===== src/verilog/pin_control_pkg.sv =====
package pin_control_pkg;

  localparam int unsigned CLK_HZ            = 20_000_000;
  localparam int unsigned CLK_PERIOD_NS     = 50;

  // time pulse: one per second out of reset, high for a fixed slice of the period
  localparam int unsigned PULSE_PERIOD_S      = 1;
  localparam int unsigned PULSE_PERIOD_CYCLES = PULSE_PERIOD_S * CLK_HZ;
  localparam int unsigned PULSE_WIDTH_US      = 100;
  localparam int unsigned PULSE_WIDTH_CYCLES  = (PULSE_WIDTH_US * (CLK_HZ / 1_000_000));

  // frequency aiding limits on the event input
  localparam int unsigned AID_MAX_HZ          = 500_000;
  localparam int unsigned AID_MIN_PERIOD_CYC  = (CLK_HZ + AID_MAX_HZ - 1) / AID_MAX_HZ;
  localparam int unsigned AID_MIN_PHASE_NS    = 50;
  localparam int unsigned AID_MIN_PHASE_CYC   =
    (AID_MIN_PHASE_NS + CLK_PERIOD_NS - 1) / CLK_PERIOD_NS;

  localparam int unsigned RESET_HOLD_CYCLES   = 8;
  localparam int unsigned SYNC_STAGES         = 2;
  localparam int unsigned COUNT_W             = 32;
  localparam int unsigned LEVEL_W             = 16;

  // sync vector bit positions in the device
  localparam int unsigned SYNC_RESET_BIT  = 0;
  localparam int unsigned SYNC_EVENT_BIT  = 1;
  localparam int unsigned SYNC_SUPPLY_BIT = 2;
  localparam int unsigned SYNC_BOOT_BIT   = 3;
  localparam int unsigned SYNC_W          = 4;

endpackage

===== src/verilog/pin_bus.sv =====
`timescale 1ns/1ps
interface pin_bus;
  logic reset_low;
  logic external_event_in;
  logic service_boot_in_low;
  logic time_pulse_out;
  logic amp_enable_out;
  logic antenna_good;
  logic txd_out;

  modport device (
    input  reset_low,
    input  external_event_in,
    input  service_boot_in_low,
    output time_pulse_out,
    output amp_enable_out,
    output antenna_good,
    output txd_out
  );

  modport host (
    output reset_low,
    output external_event_in,
    output service_boot_in_low,
    input  time_pulse_out,
    input  amp_enable_out,
    input  antenna_good,
    input  txd_out
  );
endinterface


===== src/verilog/pin_control_device.sv =====
// What this block does
// RL1: low reset pin holds whole device reset
// RL2: host pulses reset only, never power control
// RL3: event pin wakes receiver in power save
// RL4: all event functions off until enabled
// RL5: power control: event level sets receiver state
// RL6: event pin forces receiver off outside power save
// RL7: time aiding: event edge resynchronises internal time
// RL8: aiding signal max 500 kHz, phases 50 ns
// RL9: host supplies nominal aiding frequency by configuration
// RL10: time pulse one per second after reset
// RL11: amplifier enable follows receiver active state
// RL12: antenna good high, low on fault
// RL13: open detection off at reset, uses line 13
// RL14: presence input high when antenna draws current
// RL15: serial transmit pin may show transmit pending
// RL16: host leaves service boot input unconnected
// RL17: pending flag: polarity, threshold, off by default
// RL18: device held in reset without io supply
// RL19: reset, event, presence inputs pass two flops
`timescale 1ns/1ps
module pin_control_device
  import pin_control_pkg::*;
#(
  parameter int unsigned PULSE_PERIOD = pin_control_pkg::PULSE_PERIOD_CYCLES,
  parameter int unsigned PULSE_WIDTH  = pin_control_pkg::PULSE_WIDTH_CYCLES,
  parameter int unsigned CNT_W        = pin_control_pkg::COUNT_W,
  parameter int unsigned LVL_W        = pin_control_pkg::LEVEL_W
) (
  input  wire logic             ref_clk,
  input  wire logic             reset,
  pin_bus.device                pins,
  input  wire logic             io_supply_ok,
  input  wire logic             psm_active,
  input  wire logic             psm_cycle_on,
  input  wire logic             event_wake_en,
  input  wire logic             event_power_en,
  input  wire logic             event_force_off_en,
  input  wire logic             time_aid_en,
  input  wire logic             freq_aid_en,
  input  wire logic [CNT_W-1:0] freq_nominal,
  input  wire logic             open_det_en,
  input  wire logic             antenna_fault,
  input  wire logic [CNT_W-1:0] pulse_period,
  input  wire logic             serial_tx_data,
  input  wire logic             txp_en,
  input  wire logic             txp_active_high,
  input  wire logic [LVL_W-1:0] txp_threshold,
  input  wire logic [LVL_W-1:0] tx_level,
  output logic                  system_reset_out,
  output logic                  receiver_on,
  output logic                  wake_pulse,
  output logic                  time_sync_pulse,
  output logic                  freq_valid,
  output logic [CNT_W-1:0]      freq_period,
  output logic                  freq_fast,
  output logic                  antenna_open,
  output logic                  service_boot_req
);
  import pin_control_pkg::*;

  initial begin
    if (PULSE_PERIOD < 2 || PULSE_WIDTH < 1 || PULSE_WIDTH >= PULSE_PERIOD) begin
      $error("pin_control_device: time pulse width must be within the period");
    end
    if (CNT_W < 8 || CNT_W > 32 || LVL_W < 1) begin
      $error("pin_control_device: counter widths out of range");
    end
  end

  // saturating increment, used by both counters
  function automatic logic [CNT_W-1:0] sat_inc(input logic [CNT_W-1:0] v);
    sat_inc = (&v) ? v : v + 1'b1;
  endfunction

  // two-flop synchronisers for every pin-side input
  logic [SYNC_W-1:0] sync1_reg;
  logic [SYNC_W-1:0] sync2_reg;

  always_ff @(posedge ref_clk) begin
    if (reset) begin
      sync1_reg <= 4'hF;
      sync2_reg <= 4'hF;
    end else begin
      sync1_reg[SYNC_RESET_BIT]  <= pins.reset_low;          // [RL19]
      sync1_reg[SYNC_EVENT_BIT]  <= pins.external_event_in;  // [RL19]
      sync1_reg[SYNC_SUPPLY_BIT] <= io_supply_ok;
      sync1_reg[SYNC_BOOT_BIT]   <= pins.service_boot_in_low;
      sync2_reg                  <= sync1_reg;
    end
  end

  wire reset_low_s   = sync2_reg[SYNC_RESET_BIT];
  wire event_s       = sync2_reg[SYNC_EVENT_BIT];
  wire supply_s      = sync2_reg[SYNC_SUPPLY_BIT];
  wire boot_low_s    = sync2_reg[SYNC_BOOT_BIT];

  // whole-system reset: pin low or io supply missing
  wire sys_rst_next  = reset | ~reset_low_s | ~supply_s;  // [RL1] [RL18]
  logic sys_rst_reg;

  always_ff @(posedge ref_clk) begin
    if (reset) begin
      sys_rst_reg <= 1'b1;
    end else begin
      sys_rst_reg <= sys_rst_next;
    end
  end

  // event edge detection; the line belongs to open detection when that is on
  logic event_prev_reg;
  wire  event_owned  = ~open_det_en;                               // [RL13]
  wire  event_rise   = event_owned & event_s & ~event_prev_reg;

  always_ff @(posedge ref_clk) begin
    if (sys_rst_reg) begin
      event_prev_reg <= 1'b1;
    end else begin
      event_prev_reg <= event_s;
    end
  end

  // receiver power state
  wire wake_hit      = psm_active & event_wake_en & event_owned & event_rise;      // [RL3] [RL4]
  wire power_ctl     = event_power_en & event_owned;                                // [RL4]
  wire force_off     = ~psm_active & event_force_off_en & event_owned & ~event_s;  // [RL6]
  wire psm_state     = psm_cycle_on | wake_hit;
  wire base_state    = psm_active ? psm_state : ~force_off;
  wire rx_on_next    = power_ctl ? event_s : base_state;                            // [RL5]

  logic rx_on_reg;
  logic wake_reg;
  logic amp_reg;

  always_ff @(posedge ref_clk) begin
    if (sys_rst_reg) begin
      rx_on_reg <= 1'b0;
      wake_reg  <= 1'b0;
      amp_reg   <= 1'b0;
    end else begin
      rx_on_reg <= rx_on_next;
      wake_reg  <= wake_hit;
      amp_reg   <= rx_on_next;  // [RL11]
    end
  end

  // time pulse; a zero period request keeps the one-second default
  wire              time_aid_hit = time_aid_en & event_owned & event_rise;  // [RL7] [RL4]
  wire [CNT_W-1:0]  period_sel   = (pulse_period == '0) ? CNT_W'(PULSE_PERIOD) : pulse_period;
  logic [CNT_W-1:0] tp_cnt_reg;
  wire              tp_wrap      = (tp_cnt_reg >= period_sel - 1'b1);
  wire [CNT_W-1:0]  tp_cnt_next  = (time_aid_hit | tp_wrap) ? '0 : sat_inc(tp_cnt_reg);
  wire              tp_high_next = (tp_cnt_next < CNT_W'(PULSE_WIDTH));
  logic             tp_out_reg;
  logic             tsync_reg;

  always_ff @(posedge ref_clk) begin
    if (sys_rst_reg) begin
      // all ones wraps at once, so the first pulse after reset has full width
      tp_cnt_reg <= '1;      // [RL10]
      tp_out_reg <= 1'b0;
      tsync_reg  <= 1'b0;
    end else begin
      tp_cnt_reg <= tp_cnt_next;
      tp_out_reg <= tp_high_next;  // [RL10]
      tsync_reg  <= time_aid_hit;
    end
  end

  // frequency aiding: clock cycles between rising edges, compared to nominal
  // a measured period below nominal means the applied signal runs fast
  wire              freq_hit = freq_aid_en & event_owned & event_rise;  // [RL4]
  logic [CNT_W-1:0] fcnt_reg;
  logic [CNT_W-1:0] fper_reg;
  logic             fvalid_reg;
  logic             ffast_reg;
  logic             fseen_reg;
  wire [CNT_W-1:0]  fper_meas = sat_inc(fcnt_reg);

  always_ff @(posedge ref_clk) begin
    if (sys_rst_reg || !freq_aid_en) begin
      fcnt_reg   <= '0;
      fper_reg   <= '0;
      fvalid_reg <= 1'b0;
      ffast_reg  <= 1'b0;
      fseen_reg  <= 1'b0;
    end else if (freq_hit) begin
      fcnt_reg   <= '0;
      fseen_reg  <= 1'b1;
      // the first edge only opens the measurement window
      fvalid_reg <= fseen_reg;
      if (fseen_reg) begin
        fper_reg  <= fper_meas;
        ffast_reg <= (fper_meas < freq_nominal);  // [RL9]
      end
    end else begin
      fcnt_reg   <= sat_inc(fcnt_reg);
      fvalid_reg <= 1'b0;
    end
  end

  // antenna status
  logic ant_good_reg;
  logic ant_open_reg;

  always_ff @(posedge ref_clk) begin
    if (sys_rst_reg) begin
      ant_good_reg <= 1'b1;
      ant_open_reg <= 1'b0;  // [RL13]
    end else begin
      ant_good_reg <= ~antenna_fault;             // [RL12]
      ant_open_reg <= open_det_en & ~event_s;     // [RL13] [RL14]
    end
  end

  // transmit pin: serial data or transmit-pending flag
  wire  txp_level = (tx_level >= txp_threshold) && (txp_threshold != '0);
  wire  txp_pin   = txp_active_high ? txp_level : ~txp_level;                  // [RL17]
  wire  txd_next  = txp_en ? txp_pin : serial_tx_data;                          // [RL15]
  logic txd_reg;
  logic boot_reg;

  always_ff @(posedge ref_clk) begin
    if (sys_rst_reg) begin
      txd_reg  <= 1'b1;
      boot_reg <= 1'b0;
    end else begin
      txd_reg  <= txd_next;
      // the service input is only reported, it steers nothing here
      boot_reg <= ~boot_low_s;
    end
  end

  assign pins.time_pulse_out = tp_out_reg;
  assign pins.amp_enable_out = amp_reg;
  assign pins.antenna_good   = ant_good_reg;
  assign pins.txd_out        = txd_reg;

  assign system_reset_out = sys_rst_reg;
  assign receiver_on      = rx_on_reg;
  assign wake_pulse       = wake_reg;
  assign time_sync_pulse  = tsync_reg;
  assign freq_valid       = fvalid_reg;
  assign freq_period      = fper_reg;
  assign freq_fast        = ffast_reg;
  assign antenna_open     = ant_open_reg;
  assign service_boot_req = boot_reg;

endmodule


===== src/flat_wrapper.sv =====
// flat-port wrapper written by rule: the top's interface ports become plain ports
module pin_control_device_flat import pin_control_pkg::*;
#(
  parameter int unsigned PULSE_PERIOD = pin_control_pkg::PULSE_PERIOD_CYCLES,
  parameter int unsigned PULSE_WIDTH  = pin_control_pkg::PULSE_WIDTH_CYCLES,
  parameter int unsigned CNT_W        = pin_control_pkg::COUNT_W,
  parameter int unsigned LVL_W        = pin_control_pkg::LEVEL_W
)
  (ref_clk, reset, io_supply_ok, psm_active, psm_cycle_on, event_wake_en, event_power_en, event_force_off_en, time_aid_en, freq_aid_en, freq_nominal, open_det_en, antenna_fault, pulse_period, serial_tx_data, txp_en, txp_active_high, txp_threshold, tx_level, system_reset_out, receiver_on, wake_pulse, time_sync_pulse, freq_valid, freq_period, freq_fast, antenna_open, service_boot_req, pins_reset_low, pins_external_event_in, pins_service_boot_in_low, pins_time_pulse_out, pins_amp_enable_out, pins_antenna_good, pins_txd_out);
  pin_bus pins_i ();
  input  wire logic ref_clk;
  input  wire logic reset;
  input  wire logic io_supply_ok;
  input  wire logic psm_active;
  input  wire logic psm_cycle_on;
  input  wire logic event_wake_en;
  input  wire logic event_power_en;
  input  wire logic event_force_off_en;
  input  wire logic time_aid_en;
  input  wire logic freq_aid_en;
  input  wire logic [CNT_W-1:0] freq_nominal;
  input  wire logic open_det_en;
  input  wire logic antenna_fault;
  input  wire logic [CNT_W-1:0] pulse_period;
  input  wire logic serial_tx_data;
  input  wire logic txp_en;
  input  wire logic txp_active_high;
  input  wire logic [LVL_W-1:0] txp_threshold;
  input  wire logic [LVL_W-1:0] tx_level;
  output logic system_reset_out;
  output logic receiver_on;
  output logic wake_pulse;
  output logic time_sync_pulse;
  output logic freq_valid;
  output logic [CNT_W-1:0] freq_period;
  output logic freq_fast;
  output logic antenna_open;
  output logic service_boot_req;
  input wire logic [$bits(pins_i.reset_low)-1:0] pins_reset_low;
  input wire logic [$bits(pins_i.external_event_in)-1:0] pins_external_event_in;
  input wire logic [$bits(pins_i.service_boot_in_low)-1:0] pins_service_boot_in_low;
  output wire logic [$bits(pins_i.time_pulse_out)-1:0] pins_time_pulse_out;
  output wire logic [$bits(pins_i.amp_enable_out)-1:0] pins_amp_enable_out;
  output wire logic [$bits(pins_i.antenna_good)-1:0] pins_antenna_good;
  output wire logic [$bits(pins_i.txd_out)-1:0] pins_txd_out;
  assign pins_i.reset_low = pins_reset_low;
  assign pins_i.external_event_in = pins_external_event_in;
  assign pins_i.service_boot_in_low = pins_service_boot_in_low;
  assign pins_time_pulse_out = pins_i.time_pulse_out;
  assign pins_amp_enable_out = pins_i.amp_enable_out;
  assign pins_antenna_good = pins_i.antenna_good;
  assign pins_txd_out = pins_i.txd_out;
  pin_control_device #(.PULSE_PERIOD(PULSE_PERIOD), .PULSE_WIDTH(PULSE_WIDTH), .CNT_W(CNT_W), .LVL_W(LVL_W)) u_core (.ref_clk(ref_clk), .reset(reset), .pins(pins_i), .io_supply_ok(io_supply_ok), .psm_active(psm_active), .psm_cycle_on(psm_cycle_on), .event_wake_en(event_wake_en), .event_power_en(event_power_en), .event_force_off_en(event_force_off_en), .time_aid_en(time_aid_en), .freq_aid_en(freq_aid_en), .freq_nominal(freq_nominal), .open_det_en(open_det_en), .antenna_fault(antenna_fault), .pulse_period(pulse_period), .serial_tx_data(serial_tx_data), .txp_en(txp_en), .txp_active_high(txp_active_high), .txp_threshold(txp_threshold), .tx_level(tx_level), .system_reset_out(system_reset_out), .receiver_on(receiver_on), .wake_pulse(wake_pulse), .time_sync_pulse(time_sync_pulse), .freq_valid(freq_valid), .freq_period(freq_period), .freq_fast(freq_fast), .antenna_open(antenna_open), .service_boot_req(service_boot_req));
endmodule

===== config.mk =====
export PLATFORM = sky130hd
export DESIGN_NAME = pin_control_device_flat
export DESIGN_NICKNAME = d
export VERILOG_FILES = /design/src/verilog/pin_control_pkg.sv /design/src/verilog/pin_bus.sv /design/src/verilog/pin_control_device.sv /design/src/flat_wrapper.sv
export SDC_FILE = /design/constraint.sdc
export NUM_CORES = 1
export LEC_CHECK = 0
export BUFFER_PORTS_ARGS = -buffer_cell sky130_fd_sc_hd__buf_2
export CORE_UTILIZATION = 45
export CTS_BUF_LIST = sky130_fd_sc_hd__clkbuf_8 sky130_fd_sc_hd__clkbuf_16
export DETAILED_ROUTE_END_ITERATION = 16
export PLACE_DENSITY = 0.69
export SYNTH_ARGS = -nofsm -noshare
export SYNTH_HDL_FRONTEND = slang
export SYNTH_SLANG_ARGS = --single-unit

===== constraint.sdc =====
create_clock -name ref_clk -period 6.35 [get_ports ref_clk]
set_clock_uncertainty 0.2 [all_clocks]
set_input_delay 1.27 -clock ref_clk [delete_from_list [all_inputs] [get_ports ref_clk]]
set_output_delay 1.27 -clock ref_clk [all_outputs]
set_load 0.05 [all_outputs]

Word-level counts from Yosys, hierarchy flattened

Cells that the tools add are included.

Flip-flop bits (word level): 117
Word-level logic and storage cells: 72

Reductions and logical operators: 10
$add $sub $neg: 3
Bitwise operators: 29
Mux-type cells: 8
Order comparisons: 4

Operators with widths:

| kind                                                                    | count |
|---|---|
| 32-bit two-way mux                                                      | 4 |
| 32-bit by 1-bit adder with 32-bit output (second input constant)        | 2 |
| 32-bit AND reduction                                                    | 2 |
| 32-bit >= comparator                                                    | 1 |
| 32-bit logical NOT                                                      | 1 |
| 32-bit by 11-bit < comparator with 1-bit output (second input constant) | 1 |
| 32-bit < comparator                                                     | 1 |
| 32-bit by 1-bit subtractor with 32-bit output (second input constant)   | 1 |
| 16-bit >= comparator                                                    | 1 |
| 16-bit nonzero test                                                     | 1 |
| 1-bit AND                                                               | 14 |
| 1-bit NOT                                                               | 11 |
| 1-bit two-way mux                                                       | 4 |
| 1-bit OR                                                                | 4 |
| 2-bit OR reduction                                                      | 2 |
| 2-bit AND reduction                                                     | 1 |
| 1-bit logical AND                                                       | 1 |
| 1-bit logical NOT                                                       | 1 |
| 1-bit logical OR                                                        | 1 |

Longest topological paths before layout

Word-level depth: 7
Mapped depth: 19

Worst setup path before layout

Ideal clock, no wire load.

Path type: input -> register
From: in pulse_period[21]
To: reg u_core.tp_cnt_reg[7]
Library setup time: 0.074 ns
Arrival: 5.177 ns
Stages: 18
Setup slack: 0.898 ns
Buffers on the path: 1
Cells stage by stage: or4_1 or4_1 or4b_1 nor4_4 nor2_1 nand2_2 nor3_1 xnor2_1 ha_1 a21o_1 a21o_1 a221oi_1 o2111a_1 o21ai_1 nand2_1 a31oi_1 clkbuf_1 o21ai_0

Longest elaborated chain between the ends: 6

RTL lines:

| item                                              | RTL line                  | source |
|---|---|---|
| from (decl)                                       | flat_wrapper.sv:24        | `input wire logic [CNT_W-1:0] pulse_period;` |
| 32-bit logical NOT                                | pin_control_device.sv:149 | `wire [CNT_W-1:0] period_sel = (pulse_period == '0) ? CNT_W'(PULSE_PERIOD) : pulse_period;` |
| 32-bit two-way mux (*)                            | pin_control_device.sv:149 |  |
| 32-bit by 1-bit subtractor with 32-bit output (*) | pin_control_device.sv:151 | `wire tp_wrap = (tp_cnt_reg >= period_sel - 1'b1);` |
| 32-bit >= comparator (*)                          | pin_control_device.sv:151 |  |
| 1-bit OR (*)                                      | pin_control_device.sv:152 | `wire [CNT_W-1:0] tp_cnt_next = (time_aid_hit \| tp_wrap) ? '0 : sat_inc(tp_cnt_reg);` |
| 32-bit two-way mux (*)                            | pin_control_device.sv:152 |  |
| to (signal assigned)                              | pin_control_device.sv:164 | `tp_cnt_reg <= tp_cnt_next;` |
| to (decl)                                         | pin_control_device.sv:150 | `logic [CNT_W-1:0] tp_cnt_reg;` |

Every way passes the cells marked *; elsewhere a longest branch is shown, timed or not.
A chain may end at the register's enable or synchronous reset.

Worst setup path in the final report

From: in pulse_period[21]
To: reg u_core.tp_cnt_reg[17]

The elaborated chain is that of the path after synthesis.

==> run metrics <==
outcome=finished, final reports clean; most common cell after layout, fill and taps aside=buf_2; slack of the worst reg-to-reg path=2.09 ns; Synth top area share=0.312; P_sw=0.000702 W; final hold vios=0; full die area=17200 um2; CP arrival=5.94 ns; Filler cells=1535; Starting DRT DRC Count=318; CTS Root Cell=clkbuf_16; DR WL/cell=13.4 um; FMAX=170 MHz; clk_lat worst skew=0.41 ns; Clk pwr share=0.423; Post-Synthesis Cell Area=7520 um2; CP Cell Sequence=buf_2, or4_1, or4_1, or4b_1, nor4_4, buf_4, nor3_1, xnor2_1, ha_1, a21o_1, a21o_1, a21oi_1, o2111a_1, o21ai_1, nand2_1, a31oi_2, buf_4, o21ai_0; peak supply drop=0.000251 V; post-route setup slack=0.476 ns; hold_ws=0.179 ns; Via-to-Cell Ratio=5.20; Synthesis Warnings=0; Worst-Margin Slew=0.972 ns; dominant cell type by area after synthesis=dfxtp_1; setup TNS=0 ns; syn_area_per_cell=8.08 um2; DRC=0; Static Leak=4.33 nW; clock tree from TritonCTS=yes; power density over cell area=252 nW/um2; H-tree levels=4; Area growth syn-to-layout=21.6%; vias in the first global route=6328; Crit Path Max Fanout=23; pre-CTS WS=0.0491 ns; fin crit period=5.87 ns; Die Y=131 um; Pint=0.00160 W; Seq cells post-synth=117; FP Rows=46; Tcrit/Tclk final=0.925; Post-Synthesis Cells=931; initial antenna violation count=0; gpl congestion=0.847; most area-consuming cells after synthesis=dfxtp_1 31%, ha_1 14%, xnor2_1 6.8%; area of the multi-input gates=4760 um2; post-CTS setup repair buffer count=0; clk sink count=117; unrepaired setup endpoints after global routing=no; HPWL after DPL=13.4 mm; Netlist cell types=57; # diodes=0; Initial Util=0.467; Combinational Power Share=0.199; Final Non-Filler Cells=1316; layout cells sized above 1=0.196; CP max stage delay=0.76 ns; Switching Share=0.305; critical path class=input port to flip-flop; most frequent cells in the layout=157 x buf_2, 120 x nor2_1, 117 x dfxtp_1; first-pass GRT wire length=29.7 mm; total core area=16100 um2; post-CTS sizing=0; final WL=17.7 mm; max cap viols=0; number of port buffers=157; Slowest-stage cell, CP=a31oi_2; number of flops mapped to enable cells by yosys=0; Sequential Area=2340 um2; CTS clk-pin slew, worst paths=0.05 ns; Placed Cells=1284; placed inst area=8530 um2; vias=6841; sequential area share after synthesis=0.312; Clock Tree Buf Depth=2; relative slew slack=0.350; Global Route Usage Sum=0.209; Synth Flop Type=dfxtp_1; Worst Hold Class=flip-flop to flip-flop; Max Slew Vio Count=0; Hold-fix buffers, CTS=0; Async SR Flop Fraction=0; nets=1283; crit start category=input port; Reg power frac=0.378; I/O Pins=158; required time of the critical path=6.42 ns; Setup violations, final=0; Net Count, Synth=1127; total CTS buffers=17; critical path endpoint category=flip-flop; Routed Antenna Nets=0; DRT Pass-1 Iters=5; gr ovfl total=0; largest net degree at the start of global routing=50; Finished Cell Area=9140 um2; Die W=131 um
## cells in the mapped netlist, types with 4 or more instances
| cell | number |
|---|---|
| a211oi_1 | 24 |
| a21o_1 | 33 |
| a21oi_1 | 25 |
| and2_1 | 17 |
| and3_1 | 11 |
| and4_1 | 7 |
| clkbuf_1 | 24 |
| dfxtp_1 | 117 |
| ha_1 | 82 |
| inv_1 | 81 |
| nand2_1 | 47 |
| nand2b_1 | 5 |
| nand3_1 | 33 |
| nand4_1 | 34 |
| nor2_1 | 120 |
| nor2b_1 | 6 |
| nor3_1 | 39 |
| nor4_1 | 17 |
| o21ai_0 | 40 |
| o31ai_1 | 4 |
| or2_2 | 12 |
| or3_1 | 10 |
| or4_1 | 8 |
| xnor2_1 | 58 |
| xor2_1 | 30 |
## power by group through the flow
stage	combinational (W)	clock, W	sequential, W
3_3_place_gp	0.000448	0	0.000886
5_1_grt	0.000525	0.00103	0.000881
3_5_place_dp	0.000455	0	0.000885
2_1_floorplan	0.000332	0	0.000864
6_report	0.000459	0.000973	0.000871
4_1_cts	0.000460	0.000993	0.000871
## critical path: cells and delay by family
kind / cells / cell delay, ns
and+or+nand+nor: 6 / 2.10
AOI/OAI and AO/OA: 7 / 1.50
adders and majority gates: 1 / 0.29
xor gates and xnor gates: 1 / 0.13
buffers and inverters: 3 / 0.66
## final cells by class
| class | count | area share |
|---|---|---|
| clock buffer | 20 | 0.0511 |
| clock inverter | 12 | 0.0155 |
| inverter | 82 | 0.0337 |
| multi-input combinational | 704 | 0.521 |
| sequential | 117 | 0.256 |
| tap | 216 | 0.0296 |
| timing repair buffer | 165 | 0.0926 |
## final timing paths
path	start	end	cells past startpoint
worst max-delay path	pulse_period[21]	u_core.tp_cnt_reg[17]$_SDFF_PP1_	18
worst min-delay path	u_core.sync2_reg[3]$_SDFF_PP1_	u_core.service_boot_req$_SDFF_PP0_	1
worst max register to register	u_core.fcnt_reg[8]$_SDFF_PP0_	u_core.freq_fast$_SDFFE_PP0P_	16
worst min register to register	u_core.sync2_reg[3]$_SDFF_PP1_	u_core.service_boot_req$_SDFF_PP0_	1
## stage by stage
stage                     power (W)   util
after detailed placement    0.00134  0.529
after global placement      0.00133  0.529
after CTS                   0.00232  0.567
final                       0.00230  0.567
after global routing        0.00243  0.567
after floorplan             0.00120      -
## layer usage
layer  GRT usage  wire length [um]  part of all wire
met4      0.0736               308             0.017
met5           0                 0                 0
met2       0.341              8000              0.45
met1       0.276              8730              0.49
met3      0.0390               648             0.037
## cell families (layout without fill, tap and decap cells)
logic type	count (synthesis)	count (layout)	synth area share
and+or+nand+nor	377	377	0.254
xor gates and xnor gates	88	88	0.103
muxes	4	4	0.00549
buffers and inverters	110	279	0.0557
adders and majority gates	82	82	0.136
AOI/OAI and AO/OA	153	153	0.134
DFF	117	117	0.312
Note: power is estimated with default switching activity, not from simulation.
